File: src/common/serial_cfg_pkg.sv
`default_nettype none

package serial_cfg_pkg;

  // ==========================================================================
  // register offsets (byte addresses)
  localparam logic [7:0] OFF_BAUD = 8'h0C;
  localparam logic [7:0] OFF_GUARD = 8'h10;
  localparam logic [7:0] OFF_TIMEOUT = 8'h14;
  localparam logic [7:0] OFF_CMD = 8'h18;
  localparam logic [7:0] OFF_STATUS = 8'h20;

  // ==========================================================================
  // reset values
  localparam logic [15:0] BAUD_RST = 16'h0000;
  localparam logic [15:0] GUARD_RST = 16'h0000;
  localparam logic [7:0] CHUNK_RST = 8'h00;
  localparam logic [23:0] LIMIT_RST = 24'h000000;

  // ==========================================================================
  // field positions
  localparam int BAUD_INT_LSB = 4;
  localparam int BAUD_INT_MSB = 15;
  localparam int BAUD_FRAC_MSB = 3;
  localparam int GUARD_LSB = 8;
  localparam int GUARD_MSB = 15;
  localparam int PSC_MSB = 7;
  localparam int PSC_SC_MSB = 4;
  localparam int CHUNK_LSB = 24;
  localparam int CHUNK_MSB = 31;
  localparam int LIMIT_MSB = 23;
  localparam int BAUD_USED_MSB = 15;
  localparam int GUARD_USED_MSB = 15;

  // ==========================================================================
  // command bits
  localparam int CMD_AUTOBAUD = 0;
  localparam int CMD_BREAK = 1;
  localparam int CMD_MUTE = 2;
  localparam int CMD_RX_FLUSH = 3;
  localparam int CMD_TX_FLUSH = 4;

  // ==========================================================================
  // status bits
  localparam int ST_TX_EMPTY = 0;
  localparam int ST_RX_FULL = 1;
  localparam int ST_MUTE = 2;
  localparam int ST_BREAK = 3;
  localparam int ST_AUTOBAUD = 4;
  localparam int ST_IDLE_GAP = 5;
  localparam int ST_AB_ARMED = 6;
  localparam int ST_BLK_LSB = 8;
  localparam int ST_BLK_MSB = 15;

  // ==========================================================================
  // divider constants
  localparam logic [8:0] IRDA_NORMAL_DIV = 9'h001;

  // ==========================================================================
  // break sequencer
  typedef enum logic [1:0] {
    BRK_IDLE = 2'b00,
    BRK_WAIT = 2'b01,
    BRK_SEND = 2'b10
  } brk_e;

endpackage

`default_nettype wire

File: src/common/idle_timer_if.sv
`timescale 1ns/10ps
`default_nettype none

interface idle_timer_if;
  logic tick;
  logic restart;
  logic halt;
  logic [23:0] limit;
  logic limit_wr;
  logic [23:0] wr_value;
  logic clear;
  logic [23:0] count;
  logic flag;

  modport ctrl (
    output tick, restart, halt, limit, limit_wr, wr_value, clear,
    input count, flag
  );
  modport timer (
    input tick, restart, halt, limit, limit_wr, wr_value, clear,
    output count, flag
  );
endinterface

`default_nettype wire

File: src/hw/idle_gap_timer.sv
`timescale 1ns/10ps
`default_nettype none

module idle_gap_timer (
  // clock and reset
  input wire logic clk,
  input wire logic srst,
  // control side
  idle_timer_if.timer tmr
);

  typedef struct packed {
    logic [23:0] count;
    logic running;
    logic flag;
  } timer_s;

  timer_s s;
  timer_s next_s;

  // ==========================================================================
  // counter and flag
  always_comb begin
    next_s = s;
    if (tmr.restart) begin
      next_s.count = 24'h000000;
      next_s.running = 1'b1;
    end else if (tmr.halt) begin
      next_s.running = 1'b0;
    end else if (s.running && tmr.tick && s.count != 24'hFFFFFF) begin
      // saturate so a long gap never wraps back under the limit
      next_s.count = s.count + 24'h000001;
    end
    if (tmr.clear) begin
      next_s.flag = 1'b0;
    end
    // set wins over clear
    if (s.running && next_s.count > tmr.limit) begin
      next_s.flag = 1'b1;
    end
    if (tmr.limit_wr && s.running && tmr.wr_value <= s.count) begin
      next_s.flag = 1'b1;
    end
  end

  always_ff @(posedge clk) begin
    if (srst) begin
      s <= '0;
    end else begin
      s <= next_s;
    end
  end

  assign tmr.count = s.count;
  assign tmr.flag = s.flag;

endmodule

`default_nettype wire

File: src/hw/serial_baud_timeout_command_regs.sv
// Function
// - integer divisor comes from baud divider bits 15:4.
// - fraction is bits 3:0, or bits 2:0 shifted up when oversample_select is 1.
// - guard interval sits in bits 15:8 of the prescale and guard register.
// - infrared low-power divides by the prescale value; zero is not programmed.
// - smartcard divides by twice prescale bits 4:0; upper bits stay zero.
// - block counter resets on tx not empty in smartcard, else rx off or clear.
// - idle_gap_flag sets when the gap after a character exceeds idle_gap_limit.
// - smartcard timing uses the same limit and starts at the start bit.
// - limit writes on the fly set the flag if at or below the counter.
// - tx_flush_cmd sets tx_empty_flag and discards pending transmit data.
// - rx_flush_cmd clears rx_full_flag, dropping the received data.
// - mute_enter_cmd enters mute mode and sets mute_state_flag.
// - break_send_cmd sets break_pending_flag; break goes out once transmitter idles.
// - autobaud_cmd clears autobaud_done_flag and arms measurement on next frame.
`timescale 1ns/10ps
`default_nettype none

module serial_baud_timeout_command_regs #(
  parameter int ADDR_W = 8
) (
  // clock and reset
  input wire logic clk,
  input wire logic srst,
  // register port
  input wire logic [ADDR_W-1:0] addr,
  input wire logic [31:0] wdata,
  input wire logic wr,
  input wire logic rd,
  output logic [31:0] rdata,
  // mode inputs from the control registers
  input wire logic unit_on,
  input wire logic rx_on,
  input wire logic oversample_select,
  input wire logic smartcard_mode,
  input wire logic irda_mode,
  input wire logic irda_low_power,
  input wire logic clear_block_counter,
  // events from the shift engines
  input wire logic baud_tick,
  input wire logic rx_start_bit,
  input wire logic rx_char_done,
  input wire logic rx_data_read,
  input wire logic rx_wakeup,
  input wire logic tx_load,
  input wire logic tx_taken,
  input wire logic tx_idle,
  input wire logic break_stop_bit,
  input wire logic autobaud_measured,
  input wire logic idle_gap_clear,
  // configuration out
  output logic [11:0] baud_divisor_int,
  output logic [3:0] baud_divisor_frac,
  output logic [7:0] guard_interval,
  output logic [8:0] clock_divide,
  output logic [7:0] t1_chunk_size,
  output logic [23:0] idle_gap_limit,
  // flags and actions out
  output logic tx_empty_flag,
  output logic rx_full_flag,
  output logic mute_state_flag,
  output logic break_pending_flag,
  output logic autobaud_done_flag,
  output logic autobaud_armed,
  output logic idle_gap_flag,
  output logic [7:0] block_count,
  output logic block_end,
  output logic tx_discard,
  output logic rx_discard,
  output logic mute_enter,
  output logic break_start
);

  if (ADDR_W < 6 || ADDR_W > 16) begin : g_addr_w_check
    $error("ADDR_W must lie between 6 and 16");
  end

  typedef struct packed {
    logic [15:0] baud;
    logic [15:0] gp;
    logic [7:0] chunk;
    logic [23:0] limit;
    logic [31:0] rdata;
    logic [8:0] clk_div;
    logic tx_empty;
    logic rx_full;
    logic mute;
    logic brk_pend;
    logic abd_done;
    logic abd_arm;
    serial_cfg_pkg::brk_e brk;
    logic brk_again;
    logic [7:0] blk_cnt;
    logic blk_end;
    logic tx_discard;
    logic rx_discard;
    logic mute_enter;
    logic brk_start;
  } regs_s;

  localparam regs_s REGS_RST = '{
    baud: serial_cfg_pkg::BAUD_RST,
    gp: serial_cfg_pkg::GUARD_RST,
    chunk: serial_cfg_pkg::CHUNK_RST,
    limit: serial_cfg_pkg::LIMIT_RST,
    rdata: 32'h00000000,
    clk_div: 9'h000,
    tx_empty: 1'b1,
    rx_full: 1'b0,
    mute: 1'b0,
    brk_pend: 1'b0,
    abd_done: 1'b0,
    abd_arm: 1'b0,
    brk: serial_cfg_pkg::BRK_IDLE,
    brk_again: 1'b0,
    blk_cnt: 8'h00,
    blk_end: 1'b0,
    tx_discard: 1'b0,
    rx_discard: 1'b0,
    mute_enter: 1'b0,
    brk_start: 1'b0
  };

  regs_s s;
  regs_s next_s;
  logic [31:0] cmd;
  logic [31:0] status;

  idle_timer_if tif ();

  idle_gap_timer u_timer (
    .clk(clk),
    .srst(srst),
    .tmr(tif.timer)
  );

  // ==========================================================================
  // helpers
  function automatic logic hit(input logic [ADDR_W-1:0] a, input logic [7:0] off);
    hit = (a == ADDR_W'(off));
  endfunction

  function automatic logic [8:0] divide_of(input logic [15:0] gp, input logic sc,
                                           input logic ir, input logic lp);
    logic [7:0] clock_prescale;
    clock_prescale = gp[serial_cfg_pkg::PSC_MSB:0];
    if (sc) begin
      divide_of = {3'h0, clock_prescale[serial_cfg_pkg::PSC_SC_MSB:0], 1'b0};
    end else if (ir && !lp) begin
      divide_of = serial_cfg_pkg::IRDA_NORMAL_DIV;
    end else begin
      divide_of = {1'b0, clock_prescale};
    end
  endfunction

  // command pulses only exist in the write cycle, nothing is stored
  assign cmd = (wr && hit(addr, serial_cfg_pkg::OFF_CMD)) ? wdata : 32'h00000000;

  always_comb begin
    status = 32'h00000000;
    status[serial_cfg_pkg::ST_TX_EMPTY] = s.tx_empty;
    status[serial_cfg_pkg::ST_RX_FULL] = s.rx_full;
    status[serial_cfg_pkg::ST_MUTE] = s.mute;
    status[serial_cfg_pkg::ST_BREAK] = s.brk_pend;
    status[serial_cfg_pkg::ST_AUTOBAUD] = s.abd_done;
    status[serial_cfg_pkg::ST_IDLE_GAP] = tif.flag;
    status[serial_cfg_pkg::ST_AB_ARMED] = s.abd_arm;
    status[serial_cfg_pkg::ST_BLK_MSB:serial_cfg_pkg::ST_BLK_LSB] = s.blk_cnt;
  end

  // ==========================================================================
  // timer hookup
  always_comb begin
    tif.tick = baud_tick;
    tif.limit = s.limit;
    tif.clear = idle_gap_clear;
    tif.limit_wr = wr && hit(addr, serial_cfg_pkg::OFF_TIMEOUT);
    tif.wr_value = wdata[serial_cfg_pkg::LIMIT_MSB:0];
    if (smartcard_mode) begin
      // waiting times run from each start bit
      tif.restart = rx_start_bit;
      tif.halt = 1'b0;
    end else begin
      tif.restart = rx_char_done;
      tif.halt = rx_start_bit;
    end
  end

  // ==========================================================================
  // register file and command effects
  always_comb begin
    next_s = s;
    next_s.tx_discard = 1'b0;
    next_s.rx_discard = 1'b0;
    next_s.mute_enter = 1'b0;
    next_s.brk_start = 1'b0;
    next_s.blk_end = 1'b0;

    // baud and guard writes; dropped while the unit runs so live divisors never glitch
    if (wr && !unit_on && hit(addr, serial_cfg_pkg::OFF_BAUD)) begin
      next_s.baud = wdata[serial_cfg_pkg::BAUD_USED_MSB:0];
    end
    if (wr && !unit_on && hit(addr, serial_cfg_pkg::OFF_GUARD)) begin
      next_s.gp = wdata[serial_cfg_pkg::GUARD_USED_MSB:0];
    end
    if (wr && hit(addr, serial_cfg_pkg::OFF_TIMEOUT)) begin
      next_s.chunk = wdata[serial_cfg_pkg::CHUNK_MSB:serial_cfg_pkg::CHUNK_LSB];
      next_s.limit = wdata[serial_cfg_pkg::LIMIT_MSB:0];
    end
    next_s.clk_div = divide_of(next_s.gp, smartcard_mode, irda_mode, irda_low_power);

    // read data valid in the cycle after the strobe only
    next_s.rdata = 32'h00000000;
    if (rd) begin
      if (hit(addr, serial_cfg_pkg::OFF_BAUD)) begin
        next_s.rdata = {16'h0000, s.baud};
      end else if (hit(addr, serial_cfg_pkg::OFF_GUARD)) begin
        next_s.rdata = {16'h0000, s.gp};
      end else if (hit(addr, serial_cfg_pkg::OFF_TIMEOUT)) begin
        next_s.rdata = {s.chunk, s.limit};
      end else if (hit(addr, serial_cfg_pkg::OFF_STATUS)) begin
        next_s.rdata = status;
      end
    end

    // transmit empty: the clear comes first so a set in the same cycle wins
    if (tx_load) begin
      next_s.tx_empty = 1'b0;
    end
    if (tx_taken || cmd[serial_cfg_pkg::CMD_TX_FLUSH]) begin
      next_s.tx_empty = 1'b1;
    end
    next_s.tx_discard = cmd[serial_cfg_pkg::CMD_TX_FLUSH];

    // receive full
    if (rx_data_read || cmd[serial_cfg_pkg::CMD_RX_FLUSH]) begin
      next_s.rx_full = 1'b0;
    end
    if (rx_char_done) begin
      next_s.rx_full = 1'b1;
    end
    next_s.rx_discard = cmd[serial_cfg_pkg::CMD_RX_FLUSH];

    // mute
    if (rx_wakeup) begin
      next_s.mute = 1'b0;
    end
    if (cmd[serial_cfg_pkg::CMD_MUTE]) begin
      next_s.mute = 1'b1;
    end
    next_s.mute_enter = cmd[serial_cfg_pkg::CMD_MUTE];

    // autobaud: a finished measurement and a new request both win their own bit
    if (autobaud_measured) begin
      next_s.abd_arm = 1'b0;
    end
    if (cmd[serial_cfg_pkg::CMD_AUTOBAUD]) begin
      next_s.abd_done = 1'b0;
      next_s.abd_arm = 1'b1;
    end
    if (autobaud_measured) begin
      next_s.abd_done = 1'b1;
    end

    // break sequencer
    case (s.brk)
      serial_cfg_pkg::BRK_IDLE: begin
        if (cmd[serial_cfg_pkg::CMD_BREAK]) begin
          next_s.brk_pend = 1'b1;
          next_s.brk = serial_cfg_pkg::BRK_WAIT;
        end
      end
      serial_cfg_pkg::BRK_WAIT: begin
        if (tx_idle) begin
          next_s.brk_start = 1'b1;
          next_s.brk = serial_cfg_pkg::BRK_SEND;
        end
      end
      serial_cfg_pkg::BRK_SEND: begin
        if (cmd[serial_cfg_pkg::CMD_BREAK]) begin
          // a request during a break is kept for one more frame, never dropped
          next_s.brk_again = 1'b1;
        end
        if (break_stop_bit) begin
          next_s.brk_again = 1'b0;
          if (cmd[serial_cfg_pkg::CMD_BREAK] || s.brk_again) begin
            next_s.brk = serial_cfg_pkg::BRK_WAIT;
          end else begin
            next_s.brk_pend = 1'b0;
            next_s.brk = serial_cfg_pkg::BRK_IDLE;
          end
        end
      end
      default: begin
        next_s.brk = serial_cfg_pkg::BRK_IDLE;
        next_s.brk_pend = 1'b0;
        next_s.brk_again = 1'b0;
      end
    endcase

    // block length counter
    if ((smartcard_mode && !s.tx_empty) ||
        (!smartcard_mode && (!rx_on || clear_block_counter))) begin
      next_s.blk_cnt = 8'h00;
    end else if (rx_char_done) begin
      if (s.blk_cnt == s.chunk) begin
        // chunk size counts from zero, so a match is the final character
        next_s.blk_end = 1'b1;
        next_s.blk_cnt = 8'h00;
      end else begin
        next_s.blk_cnt = s.blk_cnt + 8'h01;
      end
    end
  end

  always_ff @(posedge clk) begin
    if (srst) begin
      s <= REGS_RST;
    end else begin
      s <= next_s;
    end
  end

  // ==========================================================================
  // outputs
  assign rdata = s.rdata;
  assign baud_divisor_int = s.baud[serial_cfg_pkg::BAUD_INT_MSB:serial_cfg_pkg::BAUD_INT_LSB];
  assign baud_divisor_frac = oversample_select ?
                             {s.baud[serial_cfg_pkg::BAUD_FRAC_MSB-1:0], 1'b0} :
                             s.baud[serial_cfg_pkg::BAUD_FRAC_MSB:0];
  assign guard_interval = s.gp[serial_cfg_pkg::GUARD_MSB:serial_cfg_pkg::GUARD_LSB];
  assign clock_divide = s.clk_div;
  assign t1_chunk_size = s.chunk;
  assign idle_gap_limit = s.limit;
  assign tx_empty_flag = s.tx_empty;
  assign rx_full_flag = s.rx_full;
  assign mute_state_flag = s.mute;
  assign break_pending_flag = s.brk_pend;
  assign autobaud_done_flag = s.abd_done;
  assign autobaud_armed = s.abd_arm;
  assign idle_gap_flag = tif.flag;
  assign block_count = s.blk_cnt;
  assign block_end = s.blk_end;
  assign tx_discard = s.tx_discard;
  assign rx_discard = s.rx_discard;
  assign mute_enter = s.mute_enter;
  assign break_start = s.brk_start;

endmodule

`default_nettype wire

File: config.mk
export PLATFORM = sky130hd
export DESIGN_NAME = serial_baud_timeout_command_regs
export DESIGN_NICKNAME = d
export VERILOG_FILES = /design/src/common/serial_cfg_pkg.sv /design/src/common/idle_timer_if.sv /design/src/hw/idle_gap_timer.sv /design/src/hw/serial_baud_timeout_command_regs.sv
export SDC_FILE = /design/constraint.sdc
export NUM_CORES = 1
export LEC_CHECK = 0
export ABC_AREA = 1
export BUFFER_PORTS_ARGS = -buffer_cell sky130_fd_sc_hd__buf_4
export CAP_MARGIN = 25
export CORE_MARGIN = 2
export CORE_UTILIZATION = 58
export DETAILED_ROUTE_END_ITERATION = 7
export GPL_ROUTABILITY_DRIVEN = 1
export PLACE_DENSITY = 0.82
export RECOVER_POWER = 25
export SYNTH_ARGS = -nofsm -noshare
export SYNTH_HDL_FRONTEND = slang
export SYNTH_SLANG_ARGS = --single-unit
export TNS_END_PERCENT = 20
File: constraint.sdc
create_clock -name clk -period 5.36 [get_ports clk]
set_clock_uncertainty 0.1 [all_clocks]
set_input_delay 1.608 -clock clk [delete_from_list [all_inputs] [get_ports clk]]
set_output_delay 1.608 -clock clk [all_outputs]
set_load 0.005 [all_outputs]
# After elaboration in Yosys (flattened, before gate mapping)
# Index checks and enable logic that the tools add are counted.
# op_classes
n_addsub	2
order_cmp	2
eq_ne	14
muxes	38
n_bitwise	4
reduce_logical	41
# op_table
operator	n
16-bit 2-to-1 mux	3
24-bit 2-to-1 mux	2
32-bit 2-to-1 mux	1
25-bit 2-to-1 mux	1
24-bit by 1-bit adder with 24-bit output (second input constant)	1
8-bit by 5-bit == test with 1-bit output (second input constant)	3
24-bit greater-than comparator	1
24-bit <= comparator	1
24-bit inequality test (second input constant)	1
1-bit 2-to-1 mux	18
8-bit 2-to-1 mux	2
1-bit logical AND	13
6-bit 2-to-1 mux	2
2-bit OR reduction	6
8-bit by 1-bit adder with 8-bit output (second input constant)	1
8-bit by 4-bit == test with 1-bit output (second input constant)	1
8-bit by 6-bit == test with 1-bit output (second input constant)	1
8-bit == test	1
2-bit inequality test (second input constant)	4
2-bit nonzero test	4
2-bit 2-to-1 mux	3
2-bit case mux with 3 select lines	1
3-bit OR reduction	2
1-bit logical NOT	5
other kinds (16)	23
# word_totals
regBits	153
inputBits	62
out_inout_bits	117
word_cells	128

# Depth between registers and ports, before layout
# Gate-level depths: netlist of the first run.
# logic_depth
word_depth	9
mapped_depth	23

# Cells and area by module
# From an unflattened synthesis of the first run, not the netlist that was laid out.
# hier_totals
hier_cells	1232
hier_area_um2	8834.7
# by_module_without_submodules
module	n_inst	cells_each	area_per_inst_um2
serial_baud_timeout_command_regs	1	730	5662.9
idle_gap_timer	1	502	3171.8

# Least setup slack after synthesis of the first run
# Ideal clock, no wire load.
# synth_path
path_type	input -> register
from	input smartcard_mode
to	register u_timer.s (netlist bit u_timer.tmr.flag)
setup_time_ps	132
arrival_time_ps	3445
required_ps	5128
slack_ps	1683
path_stages	17
path_buffers	2
path_cell_list	buf_4 > inv_2 > a21oi_4 > nand2_2 > buf_6 > nor2_1 > nand2_1 > o21ai_1 > nor2_1 > ha_1 > nand2_1 > nor2_1 > nand4_1 > nor2_1 > a21oi_1 > a21oi_1 > a21oi_1
# synth_lines
item	line	source
start, declared	serial_baud_timeout_command_regs.sv:35	input wire logic smartcard_mode,
end signal, assigned	idle_gap_timer.sv:50	s <= next_s;
end, declared	idle_gap_timer.sv:18	timer_s s;

# Worst setup path after layout of the first run
# layout_path
from	input oversample_select
to	output baud_divisor_frac[2]
# layout_between
elab_chain_cells	1
# layout_rtl
item	line	source
start, declared	serial_baud_timeout_command_regs.sv:34	input wire logic oversample_select,
4-bit 2-to-1 mux	serial_baud_timeout_command_regs.sv:328	assign baud_divisor_frac = oversample_select ?
end, declared	serial_baud_timeout_command_regs.sv:53	output logic [3:0] baud_divisor_frac,
# No other way between the ends.

==> metrics, run 1 <==
max-slew violation count 0; Initial Util 0.598; initial antenna violation count 0; vias in the first global route between 6k and 7k; EDFF count, synth 0; reg-to-reg slack, setup 2.24 ns; Max IR drop VDD roughly 190 µV; Core Util, Final 0.686; power per cell area ~260 nW/µm²; outcome finished, final reports clean; chip width approximately 120 µm; Cells after DPL 1,400; wire per inst approximately 16 µm; crit end category output port; Total GRT Usage 0.292; worst skew pair latency 0.43 ns; vias after detailed routing roughly 7.7k; final wirelength about 22 mm; pin count of the biggest net entering global routing 65; final hold violation count 0; DR vias/cell approximately 5.3; Buffers on Ports approximately 180; Cell Area, Synth around 8400 µm²; share of cells above drive strength 1 0.196; CP Launch Type input port; # rows between 40 and 50; fin crit period around 3.8 ns; ANT cells 0; Worst Path Required 3.65 ns; critical path fanouts, max 7; global-route wire length before repair about 35 mm; NumNets Final around 1.4k; Area after DPL around 9000 µm²; Detailed Route Iter0 Violations between 600 and 700; DRT antenna net count 0; Inserted Clock Buffers 17; filler instances 1,211; terminus of the critical flop-to-flop path u_timer.tmr.flag; Slew headroom 0.360; Post-CTS Hold Fix Bufs 0; Mean Syn Cell Area about 7.1 µm²; type of the worst setup path in2out; drt drc 0; post-detail-place hpwl around 17 mm; grt ovf 0; Cells after Synth roughly 1.2k; post-synthesis async set-or-reset flop share 0; Synth warnings 0; count of state elements after synthesis 152; RSZ-0062 raised after global routing no; H-tree levels 4; Die Y about 120 µm; area grow syn2layout 14.7%; Hold WC Path Type reg2reg; reg2reg start u_timer.tmr.count[0]; # IOs about 180; Final Non-Filler Cells roughly 1.4k; CTS Root Cell clkbuf_16; DRT Pass-1 Iters 5; slew of the pin with the lowest slew margin ~0.96 ns; hold_ws around 0.38 ns; Post-CTS Setup Bufs 0; # resized after CTS 0; Leak Pwr around 0.0043 µW; maxcap violations 0; end of the critical path baud_divisor_frac[2]; fmax roughly 270 MHz; Sink Count approximately 150; Core ar. between 10,000 and 15,000 µm²; register clock-pin slew on the reported worst setup and hold paths ~0.060 ns; Syn Nets around 1.3k; WP data arrival 2.06 ns; R2R depth 20; die area around 15,000 µm²; Total Neg Setup Slack 0 ns; maximum clock path buffer count 2; CTS tree yes; GPL Wtd Cong approximately 1; Finished Cell Area between 9000 and 10,000 µm²; Top FF cell, synth dfxtp_1; Worst Setup SP oversample_select; final critical-path share of the clock period 0.702; sequential area share after synthesis 0.364; Setup violations, final 0; worst hold path depth 2; Distinct cells, synth 46
cell usage after synthesis (2+ instances only):
library cell | count | area share
nor3_2 | 6 | 0.0072
buf_6 | 3 | 0.0040
buf_4 | 102 | 0.092
nor3_1 | 23 | 0.014
inv_1 | 143 | 0.064
nand3b_1 | 5 | 0.0045
buf_2 | 8 | 0.0048
nand4_1 | 13 | 0.0097
nand3_1 | 32 | 0.019
nor2_1 | 150 | 0.067
a21oi_2 | 4 | 0.0042
nor4_1 | 5 | 0.0037
a21o_1 | 4 | 0.0036
o211ai_1 | 9 | 0.0081
a21oi_1 | 83 | 0.050
clkinv_1 | 2 | 0.00090
nand3_2 | 2 | 0.0024
nor2_2 | 8 | 0.0060
o221ai_1 | 2 | 0.0021
inv_2 | 12 | 0.0054
ha_1 | 50 | 0.075
o21a_1 | 3 | 0.0027
a41oi_1 | 3 | 0.0031
clkbuf_1 | 17 | 0.0076
buf_1 | 3 | 0.0013
xor2_1 | 4 | 0.0042
nand2_1 | 220 | 0.099
nand2_2 | 4 | 0.0030
dfxtp_1 | 152 | 0.36
o21ai_0 | 67 | 0.040
o21ai_1 | 20 | 0.012
layer usage:
| metal | vias up | routed length [µm] | GRT usage |
|---|---|---|---|
| met3 | 51 | 1700 | 0.0591 |
| li1 | 3792 | - | - |
| met2 | 312 | 10400 | 0.473 |
| met1 | 3504 | 9600 | 0.389 |
| met4 | 0 | 604 | 0.101 |
| met5 | - | 0 | 0 |
cell families (layout without fill, tap and decap cells):
family	Yosys count	in the layout	synth area share
compound gates	200	200	0.131
xor+xnor	5	5	0.00523
fa+ha+maj	50	50	0.0748
buf+inv	292	371	0.181
flops	152	152	0.364
other cells	1	1	0.000448
simple gates	474	474	0.244
worst min-delay path by stage:
stage,from,endpoint,slack [ns]
2_1_floorplan,s[114],s[114],0.34
3_3_place_gp,s[111],rdata[0],0.37
3_5_place_dp,idle_gap_limit[17],rdata[17],0.38
4_1_cts,s[114],s[114],0.39
5_1_grt,s[114],s[114],0.41
6_report,s[113],s[113],0.38
power breakdown:
part	switching (µW)	internal, µW
sequential	4.29	1130
clock	500	684
combinational	95.0	62.5
sequential cells by signal, indices dropped and copies added, names as in the netlist, 8 cells and up:
register and count:
clock_divide 8, block_count 8, baud_divisor_int 12, rdata 32, u_timer.tmr.count 24, t1_chunk_size 8
guard_interval 8, idle_gap_limit 24, s 15
worst max-delay path, cell delays in order:
cell and delay, ns:
buf_4 0.13, o21ai_0 0.18, buf_4 0.14
cell usage in the layout, fill, tap and decap left out, types with 4 or more instances in the layout:
master / synthesis / routed
o21ai_1: 20 / 20
a21o_1: 4 / 4
nor2_2: 8 / 6
o21ai_0: 67 / 67
inv_2: 12 / 11
nand3_1: 32 / 32
dfxtp_1: 152 / 152
nand2_2: 4 / 4
clkbuf_1: 17 / 8
nor3_2: 6 / 6
clkbuf_4: 0 / 54
nor2_1: 150 / 152
a21oi_2: 4 / 4
a21oi_1: 83 / 83
o211ai_1: 9 / 9
xor2_1: 4 / 4
buf_4: 102 / 118
nand2_1: 220 / 220
inv_1: 143 / 143
clkinvlp_4: 0 / 4
ha_1: 50 / 50
nor3_1: 23 / 23
nor4_1: 5 / 5
nand3b_1: 5 / 5
nand4_1: 13 / 13
clkbuf_16: 0 / 17
stage by stage:
stage	setup slack, ns	total power (µW)
2_1_floorplan	1.68	1240
6_report	1.60	2480
5_1_grt	1.35	2550
3_5_place_dp	1.24	1320
4_1_cts	1.59	2480
3_3_place_gp	1.31	1320
cell type report:
| type | count | area (µm²) | share of cell area |
|---|---|---|---|
| clock buffer | 21 | 470 | 0.0490 |
| clock inverter | 11 | 115 | 0.0120 |
| inverter | 159 | 601 | 0.0626 |
| multi-input combinational | 730 | 3800 | 0.396 |
| sequential | 152 | 3040 | 0.317 |
| tap | 180 | 225 | 0.0235 |
| timing repair buffer | 180 | 1340 | 0.139 |
Power figures use the tool's default switching activity.
==> run 2: changes to the inputs <==
--- a/config.mk
+++ b/config.mk
@@ -9,10 +9,10 @@
 export BUFFER_PORTS_ARGS = -buffer_cell sky130_fd_sc_hd__buf_4
 export CAP_MARGIN = 25
 export CORE_MARGIN = 2
-export CORE_UTILIZATION = 58
+export CORE_UTILIZATION = 55
 export DETAILED_ROUTE_END_ITERATION = 7
 export GPL_ROUTABILITY_DRIVEN = 1
-export PLACE_DENSITY = 0.82
+export PLACE_DENSITY = 0.78
 export RECOVER_POWER = 25
 export SYNTH_ARGS = -nofsm -noshare
 export SYNTH_HDL_FRONTEND = slang
==> constraint.sdc (replaced) <==
create_clock -name clk -period 3.8 [get_ports clk]
set_clock_uncertainty 0.1 [all_clocks]
set_input_delay 1.14 -clock clk [delete_from_list [all_inputs] [get_ports clk]]
set_output_delay 1.14 -clock clk [all_outputs]
set_load 0.005 [all_outputs]
==> metrics, run 2 (same netlist as run 1, synthesis figures left out) <==
outcome finished, final reports clean; Hold WC Path Type reg2reg; Post-CTS Hold Fix Bufs 0; CP Launch Type flop; Cells after DPL 1,410; Setup violations, final 0; # resized after CTS 0; ANT cells 0; fmax 304 MHz; CP Buf/Inv Count 1; power per cell area about 370 nW/µm²; Max IR drop VDD around 290 µV; Buffers on Ports 177; chip width between 100 and 150 µm; area grow syn2layout 14.9%; # rows 45; final wirelength 22.5 mm; slew of the pin with the lowest slew margin a little under 0.7 ns; grt ovf 0; pin count of the biggest net entering global routing 65; maxcap violations 0; DRT antenna net count 0; Sink Count around 150; RSZ-0062 raised after global routing no; vias in the first global route ~7k; Core Util, Final 0.640; NumNets Final about 1.4k; CTS Root Cell clkbuf_16; initial antenna violation count 0; commonest non-fill, non-tap cell in the layout nand2_1; # IOs approximately 180; max FFs per register 32; register clock-pin slew on the reported worst setup and hold paths approximately 0.06 ns; Total Neg Setup Slack 0 ns; drt drc 0; GPL Wtd Cong between 0.9 and 1; final hold violation count 0; CTS tree yes; WP data arrival about 3.5 ns; vias after detailed routing 7,577; critical path fanouts, max 12; Core ar. between 15,000 and 20,000 µm²; most frequent cells in the layout nand2_1 (221), nor2_1 (153), dfxtp_1 (152); Inserted Clock Buffers 17; hold_ws approximately 0.38 ns; Post-CTS Setup Bufs 0; H-tree levels 4; Crit path top cell by count nor2_1; type of the worst setup path reg2reg; Worst Path Required 3.99 ns; Critical Path Max Stage Delay ~0.42 ns; critical path cell sequence ha_1 > inv_1 > nor2_1 > nand2_1 > nor2_1 > nand2_1 > nand2_2 > nor2_1 > nor2_1 > nor2_1 > ha_1 > nand2_1 > nor2_1 > nand2_1 > nor2_1 > a21oi_1 > a21oi_1 > a21oi_1; filler instances approximately 1.4k; Initial Util 0.557; Total GRT Usage 0.278; Die Y about 130 µm; DRT Pass-1 Iters 5; fin crit period between 3 and 4 ns; reg-to-reg slack, setup between 0.5 and 0.6 ns; final critical-path share of the clock period 0.866; Final Non-Filler Cells approximately 1.4k; max-slew violation count 0; die area between 15,000 and 20,000 µm²; slowest CP cell dfxtp_1; wire per inst between 15 and 20 µm; share of cells above drive strength 1 0.199; Crit path max-delay family simple AND/OR/NAND/NOR gates; global-route wire length before repair between 30 and 40 mm; maximum clock path buffer count 2; post-detail-place hpwl 17.1 mm; Leak Pwr approximately 0.0043 µW; Slew headroom 0.549; worst skew pair latency 0.44 ns; crit end category flop; DR vias/cell roughly 5.3; Detailed Route Iter0 Violations approximately 650
[run 2: cell count changes in the layout (fill, tap and decap cells not counted), moves of 2 or more]
cell      previous run  this run
inv_6                2         0
clkinv_2             1         6
clkbuf_1             8         3
buf_4              118       125
[run 2: layer usage]
metal	vias up	track usage	wire length, µm
met3	31	0.0477	1740
met4	0	0.0931	450
met1	3449	0.380	10000
met2	304	0.447	10300
met5	-	0	0
li1	3793	-	-
[run 2: final timing paths]
check / from / end / cells after the start
setup / recovery: u_timer.tmr.count[0] / u_timer.tmr.flag / 18
hold / removal: s[114] / s[114] / 2
setup reg to reg: u_timer.tmr.count[0] / u_timer.tmr.flag / 18
hold reg to reg: s[114] / s[114] / 2
[run 2: layout make-up]
class,count,area [µm²],area share
Inverter,159,601,0.0624
Tap cell,188,235,0.0245
Multi-Input combinational cell,730,3800,0.395
Clock buffer,20,467,0.0485
Timing Repair Buffer,181,1350,0.140
Clock inverter,12,125,0.0130
Sequential cell,152,3040,0.316
[run 2: report_power, final]
part / leakage, µW / internal [µW] / switching, µW
sequential: 0.00123 / 1600 / 6.40
combinational: 0.00281 / 89.3 / 136
clock: 0.000288 / 1010 / 678
[run 2: stage by stage]
| step | instance area, µm² | total power, µW | setup slack, ns |
|---|---|---|---|
| 3_3_place_gp | 9050 | 1860 | 0.164 |
| 4_1_cts | 9640 | 3530 | 0.555 |
| 6_report | 9620 | 3520 | 0.507 |
| 2_1_floorplan | 8370 | 1760 | 0.591 |
| 3_5_place_dp | 9050 | 1860 | 0.117 |
| 5_1_grt | 9620 | 3620 | 0.197 |
[run 2: worst reg2reg max path, delay by kind of cell, from the launching register on]
kind | cells | cell delay, ns
adder cells (fa/ha/maj) | 2 | 0.48
AO/OA/AOI/OAI | 3 | 0.32
buffers and inverters | 1 | 0.06
flip-flops | 1 | 0.42
AND/OR/NAND/NOR | 12 | 1.77
